**src/design/lcd_frame_defs.svh**
```systemverilog
// Constants for the LCD frame drive control block
`ifndef LCD_FRAME_DEFS_SVH
`define LCD_FRAME_DEFS_SVH

// Blink select codes
`define BLINK_OFF        2'h0
`define BLINK_CORNER     2'h1
`define BLINK_SEG0       2'h2
`define BLINK_ALL        2'h3
// Blink divider: code 0 gives f_lcd/8, each step doubles
`define BLINK_BASE_LOG2  4'h3
`define BLINK_CNT_W      10
// Package options for the shared pins
`define PKG_LARGE        2'h0
`define PKG_MIDDLE       2'h1
`define PKG_SMALL        2'h2
`define SEG_BASE_LARGE   6'h28
`define SEG_BASE_MIDDLE  6'h24
`define SEG_BASE_SMALL   6'h18
// Reset value and phase width
`define CONTRAST_RST     3'h0
`define PHASE_W          3

`endif

```
**src/design/lcd_frame_pkg.sv**
```systemverilog
// Types for the LCD frame drive control block
package lcd_frame_pkg;
   typedef enum logic [1:0] {
      ST_IDLE,
      ST_FRAME,
      ST_DEAD
   } seq_state_t;
endpackage

```
**src/design/lcd_frame_drive_control.sv**
```systemverilog
// LCD frame drive control: blink, pin sharing, switches, frame timing
`timescale 1ns/100ps
`default_nettype none
`include "lcd_frame_defs.svh"

module lcd_frame_drive_control
#(
   parameter logic [1:0] PKG_OPTION = `PKG_LARGE,
   parameter int         PHASES     = 8
)
(
   input  wire logic       clk_i,
   input  wire logic       sys_rst_i,
   input  wire logic       clk_lcd_tick_i,
   input  wire logic       clk_ps_tick_i,
   input  wire logic       half_lcd_i,
   input  wire logic       level_change_i,
   input  wire logic       controller_enable_i,
   input  wire logic       halt_mode_i,
   input  wire logic [1:0] blink_sel_i,
   input  wire logic [2:0] blink_rate_i,
   input  wire logic       eight_common_sel_i,
   input  wire logic [3:0] common_line_hi_i,
   input  wire logic [3:0] segment_line_hi_i,
   input  wire logic       pixel_data_i,
   input  wire logic [2:0] pixel_common_i,
   input  wire logic [5:0] pixel_segment_i,
   input  wire logic [2:0] drive_pulse_len_i,
   input  wire logic       permanent_high_drive_i,
   input  wire logic [2:0] contrast_code_i,
   input  wire logic       voltage_source_sel_i,
   input  wire logic [2:0] dead_phases_i,
   input  wire logic       frame_flag_clear_i,
   input  wire logic       frame_irq_enable_i,
   output logic [3:0]      shared_pin_o,
   output logic [5:0]      shared_seg_base_o,
   output logic            pixel_out_o,
   output logic            enable_switch_o,
   output logic            low_res_switch_o,
   output logic [2:0]      booster_code_o,
   output logic            booster_on_o,
   output logic            external_vlcd_o,
   output logic            dead_time_o,
   output logic [2:0]      phase_o,
   output logic            odd_frame_o,
   output logic            frame_flag_o,
   output logic            frame_irq_o
);
   localparam logic [2:0] LAST_PHASE = 3'(PHASES - 1);
   // Segment numbers carried by the shared pins, fixed per package
   localparam logic [5:0] SEG_BASE =
      (PKG_OPTION == `PKG_SMALL)  ? `SEG_BASE_SMALL  :
      (PKG_OPTION == `PKG_MIDDLE) ? `SEG_BASE_MIDDLE :
                                    `SEG_BASE_LARGE;

   lcd_frame_pkg::seq_state_t state_reg, state_next;
   logic [2:0]  phase_reg, phase_next;
   logic        odd_reg, odd_next;
   logic [2:0]  dead_reg, dead_next;
   logic        en_reg, en_next;
   logic        flag_reg, flag_next;
   logic        irq_reg, irq_next;
   logic [2:0]  cc_reg, cc_next;
   logic [`BLINK_CNT_W-1:0] bcnt_reg, bcnt_next;
   logic        bhalf_reg, bhalf_next;
   logic        boff_reg, boff_next;
   logic        pix_reg, pix_next;
   logic [3:0]  pin_reg, pin_next;
   logic        src_reg, src_next;
   logic        boost_reg, boost_next;
   logic        dt_reg, dt_next;
   logic        run, frame_start, blink_hit;
   logic [3:0]  blink_log2;

   // Halt stops the panel drive; waits keep it going
   assign run = controller_enable_i && !halt_mode_i;
   // Frame boundary is the tick that closes the last phase of a frame
   assign frame_start = clk_lcd_tick_i && phase_reg == LAST_PHASE
                        && state_reg == lcd_frame_pkg::ST_FRAME;
   assign blink_log2 = 4'(`BLINK_BASE_LOG2 + {1'b0, blink_rate_i});

   // ************************************************************
   // Frame sequencer
   // ************************************************************
   // Phases run on LCD ticks; dead time follows each odd frame
   always_comb
   begin
      state_next = state_reg;
      phase_next = phase_reg;
      odd_next   = odd_reg;
      dead_next  = dead_reg;
      en_next    = en_reg;
      flag_next  = flag_reg;
      if (frame_flag_clear_i)
         flag_next = 1'b0;
      unique case (state_reg)
         lcd_frame_pkg::ST_IDLE:
         begin
            phase_next = 3'h0;
            odd_next   = 1'b0;
            if (run)
            begin
               en_next    = 1'b1;
               state_next = lcd_frame_pkg::ST_FRAME;
            end
         end
         lcd_frame_pkg::ST_FRAME:
         begin
            if (run)
               en_next = 1'b1;
            if (clk_lcd_tick_i)
            begin
               if (phase_reg == LAST_PHASE - 3'h1 && !odd_reg)
                  flag_next = 1'b1;
               if (phase_reg != LAST_PHASE)
                  phase_next = phase_reg + 3'h1;
               else if (!odd_reg)
               begin
                  phase_next = 3'h0;
                  odd_next   = 1'b1;
                  if (!run)
                  begin
                     en_next    = 1'b0;
                     state_next = lcd_frame_pkg::ST_IDLE;
                  end
               end
               else
               begin
                  phase_next = 3'h0;
                  odd_next   = 1'b0;
                  dead_next  = dead_phases_i;
                  if (dead_phases_i != 3'h0)
                     state_next = lcd_frame_pkg::ST_DEAD;
               end
            end
         end
         lcd_frame_pkg::ST_DEAD:
         begin
            if (clk_lcd_tick_i)
            begin
               dead_next = dead_reg - 3'h1;
               if (dead_reg == 3'h1)
                  state_next = lcd_frame_pkg::ST_FRAME;
            end
         end
      endcase
      dt_next = state_next == lcd_frame_pkg::ST_DEAD;
   end

   // Flag set by hardware wins over a clear in the same cycle
   assign irq_next = flag_reg && frame_irq_enable_i;

   always_ff @(posedge clk_i)
   begin
      if (sys_rst_i)
      begin
         state_reg <= lcd_frame_pkg::ST_IDLE;
         phase_reg <= 3'h0;
         odd_reg   <= 1'b0;
         dead_reg  <= 3'h0;
         en_reg    <= 1'b0;
         flag_reg  <= 1'b0;
         irq_reg   <= 1'b0;
         dt_reg    <= 1'b0;
      end
      else
      begin
         state_reg <= state_next;
         phase_reg <= phase_next;
         odd_reg   <= odd_next;
         dead_reg  <= dead_next;
         en_reg    <= en_next;
         flag_reg  <= flag_next;
         irq_reg   <= irq_next;
         dt_reg    <= dt_next;
      end
   end

   // ************************************************************
   // Contrast, source, blink and pin sharing
   // ************************************************************
   // Contrast is latched only at frame start to avoid mid-frame steps
   always_comb
   begin
      cc_next    = frame_start ? contrast_code_i : cc_reg;
      src_next   = voltage_source_sel_i;
      boost_next = en_reg && !voltage_source_sel_i;
      bcnt_next  = bcnt_reg;
      bhalf_next = bhalf_reg;
      boff_next  = boff_reg;
      if (clk_lcd_tick_i)
      begin
         bcnt_next = bcnt_reg + 1'b1;
         // Half period is 2^(2+rate) LCD ticks, so blink is f_lcd / 2^(3+rate)
         if (bcnt_reg == `BLINK_CNT_W'((1 << (blink_log2 - 4'h1)) - 1))
         begin
            bcnt_next  = '0;
            bhalf_next = !bhalf_reg;
         end
      end
      if (frame_start)
         boff_next = bhalf_reg;
      unique case (blink_sel_i)
         `BLINK_OFF:    blink_hit = 1'b0;
         `BLINK_CORNER: blink_hit = pixel_common_i == 3'h0
                                    && pixel_segment_i == 6'h00;
         `BLINK_SEG0:   blink_hit = pixel_segment_i == 6'h00;
         `BLINK_ALL:    blink_hit = 1'b1;
      endcase
      // Only lit pixels are affected; data comes from memory
      pix_next = pixel_data_i && !(blink_hit && boff_reg)
                 && state_reg == lcd_frame_pkg::ST_FRAME;
      if (state_reg != lcd_frame_pkg::ST_FRAME)
         pin_next = 4'h0;
      else
         pin_next = eight_common_sel_i ? common_line_hi_i
                                       : segment_line_hi_i;
   end

   always_ff @(posedge clk_i)
   begin
      if (sys_rst_i)
      begin
         cc_reg    <= `CONTRAST_RST;
         src_reg   <= 1'b0;
         boost_reg <= 1'b0;
         bcnt_reg  <= '0;
         bhalf_reg <= 1'b0;
         boff_reg  <= 1'b0;
         pix_reg   <= 1'b0;
         pin_reg   <= 4'h0;
         shared_seg_base_o <= 6'h00;
      end
      else
      begin
         cc_reg    <= cc_next;
         src_reg   <= src_next;
         boost_reg <= boost_next;
         bcnt_reg  <= bcnt_next;
         bhalf_reg <= bhalf_next;
         boff_reg  <= boff_next;
         pix_reg   <= pix_next;
         pin_reg   <= pin_next;
         shared_seg_base_o <= SEG_BASE;
      end
   end

   lcd_pulse_timer u_pulse
   (
      .clk_i          (clk_i),
      .sys_rst_i      (sys_rst_i),
      .level_change_i (level_change_i && en_reg),
      .clk_ps_tick_i  (clk_ps_tick_i),
      .half_lcd_i     (half_lcd_i),
      .high_drive_i   (permanent_high_drive_i && en_reg),
      .pulse_len_i    (drive_pulse_len_i),
      .switch_o       (low_res_switch_o)
   );

   assign shared_pin_o    = pin_reg;
   assign pixel_out_o     = pix_reg;
   assign enable_switch_o = en_reg;
   assign booster_code_o  = cc_reg;
   assign booster_on_o    = boost_reg;
   assign external_vlcd_o = src_reg;
   assign dead_time_o     = dt_reg;
   assign phase_o         = phase_reg;
   assign odd_frame_o     = odd_reg;
   assign frame_flag_o    = flag_reg;
   assign frame_irq_o     = irq_reg;

   // ************************************************************
   // Checks
   // ************************************************************
   a_en_closed: assert property (@(posedge clk_i) disable iff (sys_rst_i)
      (run && state_reg != lcd_frame_pkg::ST_IDLE) |-> enable_switch_o)
      else $error("enable switch open while enabled");
   a_en_hold: assert property (@(posedge clk_i) disable iff (sys_rst_i)
      ($fell(enable_switch_o)) |-> $past(odd_reg == 1'b0
       && phase_reg == LAST_PHASE))
      else $error("enable switch opened mid frame");
   a_cc_stable: assert property (@(posedge clk_i) disable iff (sys_rst_i)
      (!$past(frame_start)) |-> $stable(booster_code_o))
      else $error("contrast changed mid frame");
   a_flag_set: assert property (@(posedge clk_i) disable iff (sys_rst_i)
      (clk_lcd_tick_i && state_reg == lcd_frame_pkg::ST_FRAME && !odd_reg
       && phase_reg == LAST_PHASE - 3'h1) |=> frame_flag_o)
      else $error("frame flag not set");
   a_dead_ground: assert property (@(posedge clk_i) disable iff (sys_rst_i)
      dead_time_o |=> (shared_pin_o == 4'h0 && !pixel_out_o))
      else $error("lines not grounded in dead time");
   a_src_sel: assert property (@(posedge clk_i) disable iff (sys_rst_i)
      1'b1 |=> external_vlcd_o == $past(voltage_source_sel_i))
      else $error("voltage source mismatch");
   a_halt_stop: assert property (@(posedge clk_i) disable iff (sys_rst_i)
      (halt_mode_i && state_reg == lcd_frame_pkg::ST_IDLE) |=> !enable_switch_o)
      else $error("panel driven in halt");
   a_blink_off: assert property (@(posedge clk_i) disable iff (sys_rst_i)
      (blink_sel_i == `BLINK_OFF && state_reg == lcd_frame_pkg::ST_FRAME)
      |=> pixel_out_o == $past(pixel_data_i))
      else $error("pixel blanked with blink off");
   c_flag: cover property (@(posedge clk_i) $rose(frame_flag_o));
   c_dead: cover property (@(posedge clk_i) $rose(dead_time_o));
   c_disable: cover property (@(posedge clk_i) $fell(enable_switch_o));
endmodule // lcd_frame_drive_control
`default_nettype wire

```
**src/design/lcd_pulse_timer.sv**
```systemverilog
// Low-resistance divider pulse timer
`timescale 1ns/100ps
`default_nettype none
`include "lcd_frame_defs.svh"

module lcd_pulse_timer
(
   input  wire logic       clk_i,
   input  wire logic       sys_rst_i,
   input  wire logic       level_change_i,
   input  wire logic       clk_ps_tick_i,
   input  wire logic       half_lcd_i,
   input  wire logic       high_drive_i,
   input  wire logic [2:0] pulse_len_i,
   output logic            switch_o
);
   logic [2:0] left_reg;
   logic [2:0] left_next;
   logic       sw_reg;
   logic       sw_next;

   // ************************************************************
   // Pulse counter
   // ************************************************************
   // Counts prescaler pulses; cut short at half the LCD period
   always_comb
   begin
      left_next = left_reg;
      sw_next   = sw_reg;
      if (high_drive_i)
      begin
         sw_next   = 1'b1;
         left_next = 3'h0;
      end
      else if (level_change_i && pulse_len_i != 3'h0)
      begin
         sw_next   = 1'b1;
         left_next = pulse_len_i;
      end
      else if (half_lcd_i)
      begin
         sw_next   = 1'b0;
         left_next = 3'h0;
      end
      else if (clk_ps_tick_i && left_reg != 3'h0)
      begin
         left_next = left_reg - 3'h1;
         sw_next   = (left_reg != 3'h1);
      end
      else if (left_reg == 3'h0)
         sw_next = 1'b0;
   end

   always_ff @(posedge clk_i)
   begin
      if (sys_rst_i)
      begin
         left_reg <= 3'h0;
         sw_reg   <= 1'b0;
      end
      else
      begin
         left_reg <= left_next;
         sw_reg   <= sw_next;
      end
   end

   assign switch_o = sw_reg;

   a_hd_closed: assert property (@(posedge clk_i) disable iff (sys_rst_i)
      high_drive_i |=> switch_o) else $error("high drive not closed");
   a_rl_open: assert property (@(posedge clk_i) disable iff (sys_rst_i)
      (!high_drive_i && pulse_len_i == 3'h0 && $past(!high_drive_i)
       && $past(pulse_len_i == 3'h0) && !$past(switch_o))
      |-> !switch_o) else $error("rl switch closed with no drive");
   a_rl_pulse: assert property (@(posedge clk_i) disable iff (sys_rst_i)
      (level_change_i && !high_drive_i && pulse_len_i != 3'h0)
      |=> switch_o) else $error("rl pulse missing");
   a_rl_cap: assert property (@(posedge clk_i) disable iff (sys_rst_i)
      (half_lcd_i && !high_drive_i && !level_change_i) |=> !switch_o)
      else $error("rl pulse beyond half period");
endmodule // lcd_pulse_timer
`default_nettype wire

```
**config.mk**
```make
export PLATFORM = sky130hd
export DESIGN_NAME = lcd_frame_drive_control
export DESIGN_NICKNAME = d
export VERILOG_FILES = /design/src/design/lcd_frame_pkg.sv /design/src/design/lcd_frame_drive_control.sv /design/src/design/lcd_pulse_timer.sv
export VERILOG_INCLUDE_DIRS = /design/src /design/src/design
export SDC_FILE = /design/constraint.sdc
export NUM_CORES = 1
export LEC_CHECK = 0
export BUFFER_PORTS_ARGS = -buffer_cell sky130_fd_sc_hd__buf_2
export CORE_MARGIN = 2
export CORE_UTILIZATION = 25
export DETAILED_ROUTE_END_ITERATION = 10
export HOLD_SLACK_MARGIN = 0.05
export SLEW_MARGIN = 20
export SYNTH_ARGS = -nofsm -noshare
export SYNTH_HDL_FRONTEND = slang
export SYNTH_SLANG_ARGS = --single-unit
```
**constraint.sdc**
```tcl
create_clock -name clk_i -period 3.2 [get_ports clk_i]
set_input_delay 0 -clock clk_i [delete_from_list [all_inputs] [get_ports clk_i]]
set_output_delay 0 -clock clk_i [all_outputs]
set_load 0.01 [all_outputs]
```
==> flow_metrics.py, run 1 <==
metrics = {
    "grt": {
        "grt.busiest_layer": "met2",
        "grt_overflow": 0,
        "grt_start_max_net_pins": 30,
        "antenna_found_initial": 0,
        "grt.total_usage_pct": 11.4,
        "met1_usage_pct": 13.4,
        "met3_usage_pct": 2.90,
        "met2_usage_pct": 20.1,
        "grt_pass1_vias": 2203,
        "grt_first_pass_wirelength_mm": 9.50,
    },
    "logic_synthesis": {
        "yosysUniqueCellTypes": 51,
        "syn_inst": 277,
        "synth_area_leader_cell": "dfxtp_1",
        "syn-cell-area_sq_mm": 0.00237,
        "avgSynthCellArea_sq_um": 8.56,
        "synth-edff-count": 0,
        "ys_ff_latch": 40,
        "synthTopCellsByArea": "dfxtp_1, ha_1, xor2_1",
        "yosysSeqAreaShare_pct": 33.8,
        "async_flop_share_pct": 0,
        "yosysTopAreaCellShare_pct": 33.8,
        "yosysWarningCount": 0,
        "synth_flop_cell": "dfxtp_1",
    },
    "critical_path": {
        "arrival_ps": 2790,
        "critPathCaptureType": "flop",
        "path_class": "in -> reg",
        "cpPeakStageDelay_ps": 400,
        "cpMaxStageDelayCell": "mux2_2",
        "cp_max_fo": 11,
        "required_ps": 3380,
        "rrSetupSlack_ps": 1070,
        "critPathLaunchType": "primary input",
        "cp_cell_sequence": "buf_2, inv_1, ha_1, nand2b_1, nor3b_1, inv_1, ha_1, nor2_1, nor3_1, xor2_1, mux2_2, nor4b_4, mux2_4",
    },
    "floorplan": {
        "rows": 35,
        "floorplan.initialDensity_pct": 25.7,
        "die_width_microns": 101,
        "die_h_microns": 101,
        "core_area_sq_mm": 0.00924,
        "die_area_sq_mm": 0.0103,
        "pin_count": 70,
    },
    "final_layout": {
        "final-seq-area_sq_um": 801,
        "insertedDiodeCount": 0,
        "nets": 421,
        "layout-drive-gt1-share_pct": 23.4,
        "largest_register_ffs": 10,
        "area_growth_pct": 31.9,
        "fin_cells": 488,
        "multi_input_area_sq_mm": 0.00143,
        "fillCellCount": 946,
    },
    "clocking": {
        "cts_resized": 0,
        "cts_setup_buffers": 0,
        "cts.htree.levels": 2,
        "cts_tree": "built",
        "hold_buffers": 20,
        "clk_path_buf_depth": 2,
        "clk_pin_slew_ps": 80,
        "clkLatencyLatePin_ps": 290,
        "cts_num_sinks": 40,
        "cts-root-buf": "clkbuf_8",
        "cts_made_buffers": 5,
    },
    "timing": {
        "report.final.slew_viol_count": 0,
        "max_slew_margin_pct": 59.8,
        "rsz0062_at_grt": "no",
        "finalSetupViolCount": 0,
        "period_share_pct": 81.4,
        "max_freq_mhz": 384,
        "tns_ps": 0,
        "post-route-min-period_ps": 2610,
        "finalHoldViolCount": 0,
        "skew_ps": 3.61,
        "tightest_slew_ps": 597,
    },
    "worst_hold_path": {
        "min_path_type": "in -> reg",
    },
    "drt": {
        "first_iter_violations": 87,
        "routedWlPerCell_microns": 11.6,
        "wirelength_mm": 5.67,
        "drc": 0,
        "firstDrtPassIters": 4,
        "ant_nets": 0,
        "vias_per_cell": 4.51,
        "num_vias": 2203,
    },
    "place": {
        "placed_cells": 460,
        "gp_congestion": 0.796,
        "io_buffers": 65,
        "hpwl_mm": 4.15,
    },
    "job": {
        "cap_violations": 0,
    },
    "power": {
        "p_leak_uw": 0.00140,
        "vdd_drop_max_v": 0.000235,
        "power.density_mw_per_mm2": 390,
    },
    "run_status": {
        "outcome": "complete, no violations",
    },
}
## power by group
group	total [uW]	switching [uW]	leakage [uW]	internal, uW
combinational	229	121	0.00101	108
sequential	533	17.6	0.000325	516
clock	458	183	0.0000645	275
## layout make-up
type / instances / share of cell area (%)
clock inverter: 1 / 0.960
inverter: 21 / 2.52
clock buffer: 7 / 3.08
sequential: 40 / 25.6
multi-input combinational: 204 / 45.6
tap: 129 / 5.16
timing repair buffer: 86 / 17.0
## worst paths after layout
check / from / to / depth (start not counted)
hold reg to reg: dead_reg[2] / dead_reg[2] / 2
setup / recovery: blink_rate_i[1] / bhalf_reg / 13
setup reg to reg: u_pulse.left_reg[0] / u_pulse.switch_o / 9
hold / removal: drive_pulse_len_i[0] / u_pulse.left_reg[0] / 3
## logic make-up (layout without fill, tap and decap cells)
| family | after synthesis | after routing | synth area share (%) |
|---|---|---|---|
| compound gates | 49 | 49 | 14.2 |
| xor+xnor | 18 | 18 | 6.65 |
| fa+ha+maj | 18 | 18 | 9.49 |
| buf+inv | 36 | 115 | 6.54 |
| flops | 40 | 40 | 33.8 |
| mux | 13 | 13 | 5.80 |
| other cells | 1 | 4 | 0.158 |
| simple gates | 102 | 102 | 23.4 |
## metrics by stage
stage	setup slack (ps)	power, uW	hold slack [ps]	utilization, %	cell area [sq um]
final	595	1220	74.4	33.9	3130
after global routing	407	1290	76.7	33.9	3130
after CTS	590	1250	50.3	33.9	3130
after detailed placement	276	753	186	30.3	2800
after global placement	345	749	180	30.3	2800
after floorplan	574	687	76.1	-	2380
## Yosys cell counts, types with 2 or more instances
| library cell | number |
|---|---|
| a31o_2 | 2 |
| mux2i_1 | 10 |
| nor3_1 | 17 |
| buf_4 | 5 |
| nand2_1 | 17 |
| a211oi_1 | 5 |
| nand2b_1 | 4 |
| nor2_1 | 24 |
| mux2_2 | 2 |
| xnor2_1 | 6 |
| o21ai_0 | 7 |
| nand4_1 | 4 |
| and3_1 | 6 |
| nor2b_1 | 9 |
| ha_1 | 18 |
| clkbuf_1 | 9 |
| inv_1 | 20 |
| o32a_1 | 2 |
| nand3_1 | 6 |
| a21oi_1 | 13 |
| o311a_1 | 3 |
| xor2_1 | 12 |
| and2_1 | 3 |
| a31oi_1 | 6 |
| nor3b_1 | 2 |
| dfxtp_1 | 40 |
## routing by layer
metal  wire [microns]  up-vias
met4               42        0
met2             2640       64
li1                 -     1116
met1             2660     1018
met5                0        -
met3              331        5
## placed cells by master, fill, tap and decap left out, types with 2 or more instances in the layout
| cell type | count |
|---|---|
| a21oi_1 | 13 |
| nor3b_1 | 2 |
| nand2b_1 | 4 |
| mux2_2 | 2 |
| dfxtp_1 | 40 |
| nand3_1 | 6 |
| xnor2_1 | 6 |
| buf_2 | 65 |
| dlygate4sd3_1 | 20 |
| and3_1 | 6 |
| a31oi_1 | 6 |
| and2_1 | 3 |
| nor3_1 | 17 |
| nand4_1 | 4 |
| mux2i_1 | 10 |
| o32a_1 | 2 |
| o21ai_0 | 7 |
| ha_1 | 18 |
| inv_1 | 20 |
| a211oi_1 | 5 |
| xor2_1 | 12 |
| nand2_1 | 17 |
| nor2_1 | 24 |
| conb_1 | 4 |
| nor2b_1 | 9 |
| clkbuf_8 | 7 |
| o311a_1 | 3 |
| a31o_2 | 2 |
## worst max-delay path: cells and delay by family
kind                     cells  cell delay (ps)
XOR/XNOR                     1              150
adder cells (fa/ha/maj)      2              600
buffers and inverters        3              360
multiplexers                 2              720
AND/OR/NAND/NOR              5              960
(Power assumes the default switching activity.)
==> run 2, diff against run 1 <==
- clock period: 3.2 -> 2.6 ns (I/O delays scaled with it)
==> run 2 against run 1 <==
Routed wire length down 1.1%. Final area up 0.44%. Core utilization up 0.15 points. Combinational power up 24%. Sequential power up 23%. Clock-buffer cell count down 1. Via count about the same. Sequential cell count unchanged. Non-clock buffer count up 5. Cell count up 1.0%. Largest cell class unchanged. Highest routed layer unchanged.
==> flow_metrics.py, run 2 (synthesis results as in run 1) <==
metrics = {
    "final_layout": {
        "layout-drive-gt1-share_pct": 24.7,
        "nets": 426,
        "fillCellCount": 980,
        "insertedDiodeCount": 0,
        "final-seq-area_sq_um": 801,
        "final_cell_mix": "buf_2, dfxtp_1, nor2_1",
        "final_common_cell": "buf_2",
        "largest_register_ffs": 10,
        "utilization_pct": 34.0,
        "multi_input_area_sq_mm": 0.00143,
        "area_growth_pct": 32.4,
    },
    "critical_path": {
        "critPathCaptureType": "flop",
        "arrival_ps": 2540,
        "path_class": "in -> reg",
        "cp_max_fo": 3,
        "reg2reg_from": "state_reg[1]",
        "required_ps": 2790,
        "crit_path_start": "blink_rate_i[2]",
        "critPathLaunchType": "primary input",
    },
    "worst_hold_path": {
        "min_path_type": "in -> reg",
        "min_from": "permanent_high_drive_i",
    },
    "clocking": {
        "cts_num_sinks": 40,
        "cts_resized": 0,
        "cts.htree.levels": 2,
        "cts_tree": "built",
        "cts-root-buf": "clkbuf_8",
        "cts_made_buffers": 5,
        "clkLatencyLatePin_ps": 290,
        "clk_pin_slew_ps": 90,
        "clk_path_buf_depth": 2,
    },
    "grt": {
        "antenna_found_initial": 0,
        "grt.total_usage_pct": 11.2,
        "grt_start_max_net_pins": 29,
        "grt_pass1_vias": 2089,
        "grt_first_pass_wirelength_mm": 9.32,
        "grt_overflow": 0,
    },
    "timing": {
        "fin_hold_ws_ps": 67.6,
        "finalSetupViolCount": 0,
        "max_freq_mhz": 425,
        "period_share_pct": 90.6,
        "report.final.slew_viol_count": 0,
        "post-route-min-period_ps": 2350,
        "tns_ps": 0,
        "rsz0062_at_grt": "no",
        "finalHoldViolCount": 0,
        "max_slew_margin_pct": 61.8,
        "tightest_slew_ps": 566,
        "skew_ps": 8.14,
        "fin_ws_ps": 245,
    },
    "power": {
        "p_sw_share_pct": 27.2,
        "pwr-share-clk_pct": 35.2,
        "power.density_mw_per_mm2": 462,
        "combinationalPowerShare_pct": 19.6,
        "vdd_drop_max_v": 0.000323,
        "internal-power_uw": 1060,
        "power.share.sequential_pct": 45.2,
        "power.switching_uw": 396,
        "p_total_uw": 1450,
        "p_leak_uw": 0.00142,
    },
    "job": {
        "cap_violations": 0,
    },
    "floorplan": {
        "die_area_sq_mm": 0.0103,
        "core_area_sq_mm": 0.00924,
        "die_width_microns": 101,
        "die_h_microns": 101,
        "rows": 35,
        "pin_count": 70,
        "floorplan.initialDensity_pct": 25.7,
    },
    "drt": {
        "ant_nets": 0,
        "firstDrtPassIters": 4,
        "first_iter_violations": 62,
        "vias_per_cell": 4.47,
        "drc": 0,
        "num_vias": 2202,
        "wirelength_mm": 5.61,
        "routedWlPerCell_microns": 11.4,
    },
    "place": {
        "io_buffers": 65,
        "pre_cts_slack_ps": -20.3,
        "hpwl_mm": 4.15,
        "gp_congestion": 0.790,
    },
    "run_status": {
        "outcome": "complete, no violations",
    },
}
## run 2: worst paths after layout
check | to | slack (ps) | cells past startpoint
worst min register to register | dead_reg[2] | 500 | 2
worst min-delay path | u_pulse.switch_o | 70 | 3
worst max register to register | pixel_out_o | 650 | 5
worst max-delay path | bhalf_reg | 250 | 13
## run 2: area by class of cell
type / count / area share (%)
multi-input combinational: 204 / 45.4
sequential: 40 / 25.5
timing repair buffer: 91 / 18.0
tap: 129 / 5.14
inverter: 21 / 2.51
clock buffer: 6 / 2.31
clock inverter: 2 / 1.12
## run 2: power by group through the flow
| stage | clock network (uW) | logic, uW | registers, uW |
|---|---|---|---|
| after floorplan | 0 | 179 | 666 |
| after global placement | 0 | 257 | 671 |
| final | 511 | 285 | 656 |
| after detailed placement | 0 | 261 | 671 |
| after global routing | 565 | 320 | 661 |
| after CTS | 537 | 285 | 657 |
## run 2: timing repair
item	CTS	global route
setup buffers	0	0
hold endpoints to repair	14	0
hold buffers	18	0
## run 2: critical path, stage by stage
cell and delay, ps:
buf_2 100, inv_1 70, ha_1 280, nand2b_1 170, nor3b_1 300, inv_1 80, ha_1 220, nor2_1 110
nor3_1 60, xor2_1 160, mux2_2 390, nor4b_4 270, mux2_4 330
## run 2: stage by stage
step	cell area, sq um	cells
after floorplan	2380	280
after global placement	2850	467
after detailed placement	2850	467
after CTS	3140	493
after global routing	3140	493
final	3140	493
## run 2: routing by layer
layer / share of wire [%] / global-route usage [%] / up-vias
met5: 0 / 0 / -
met4: 1.3 / 2.81 / 0
met3: 3.2 / 2.55 / 8
met2: 50 / 19.8 / 40
met1: 46 / 13.7 / 1023
li1: - / - / 1131
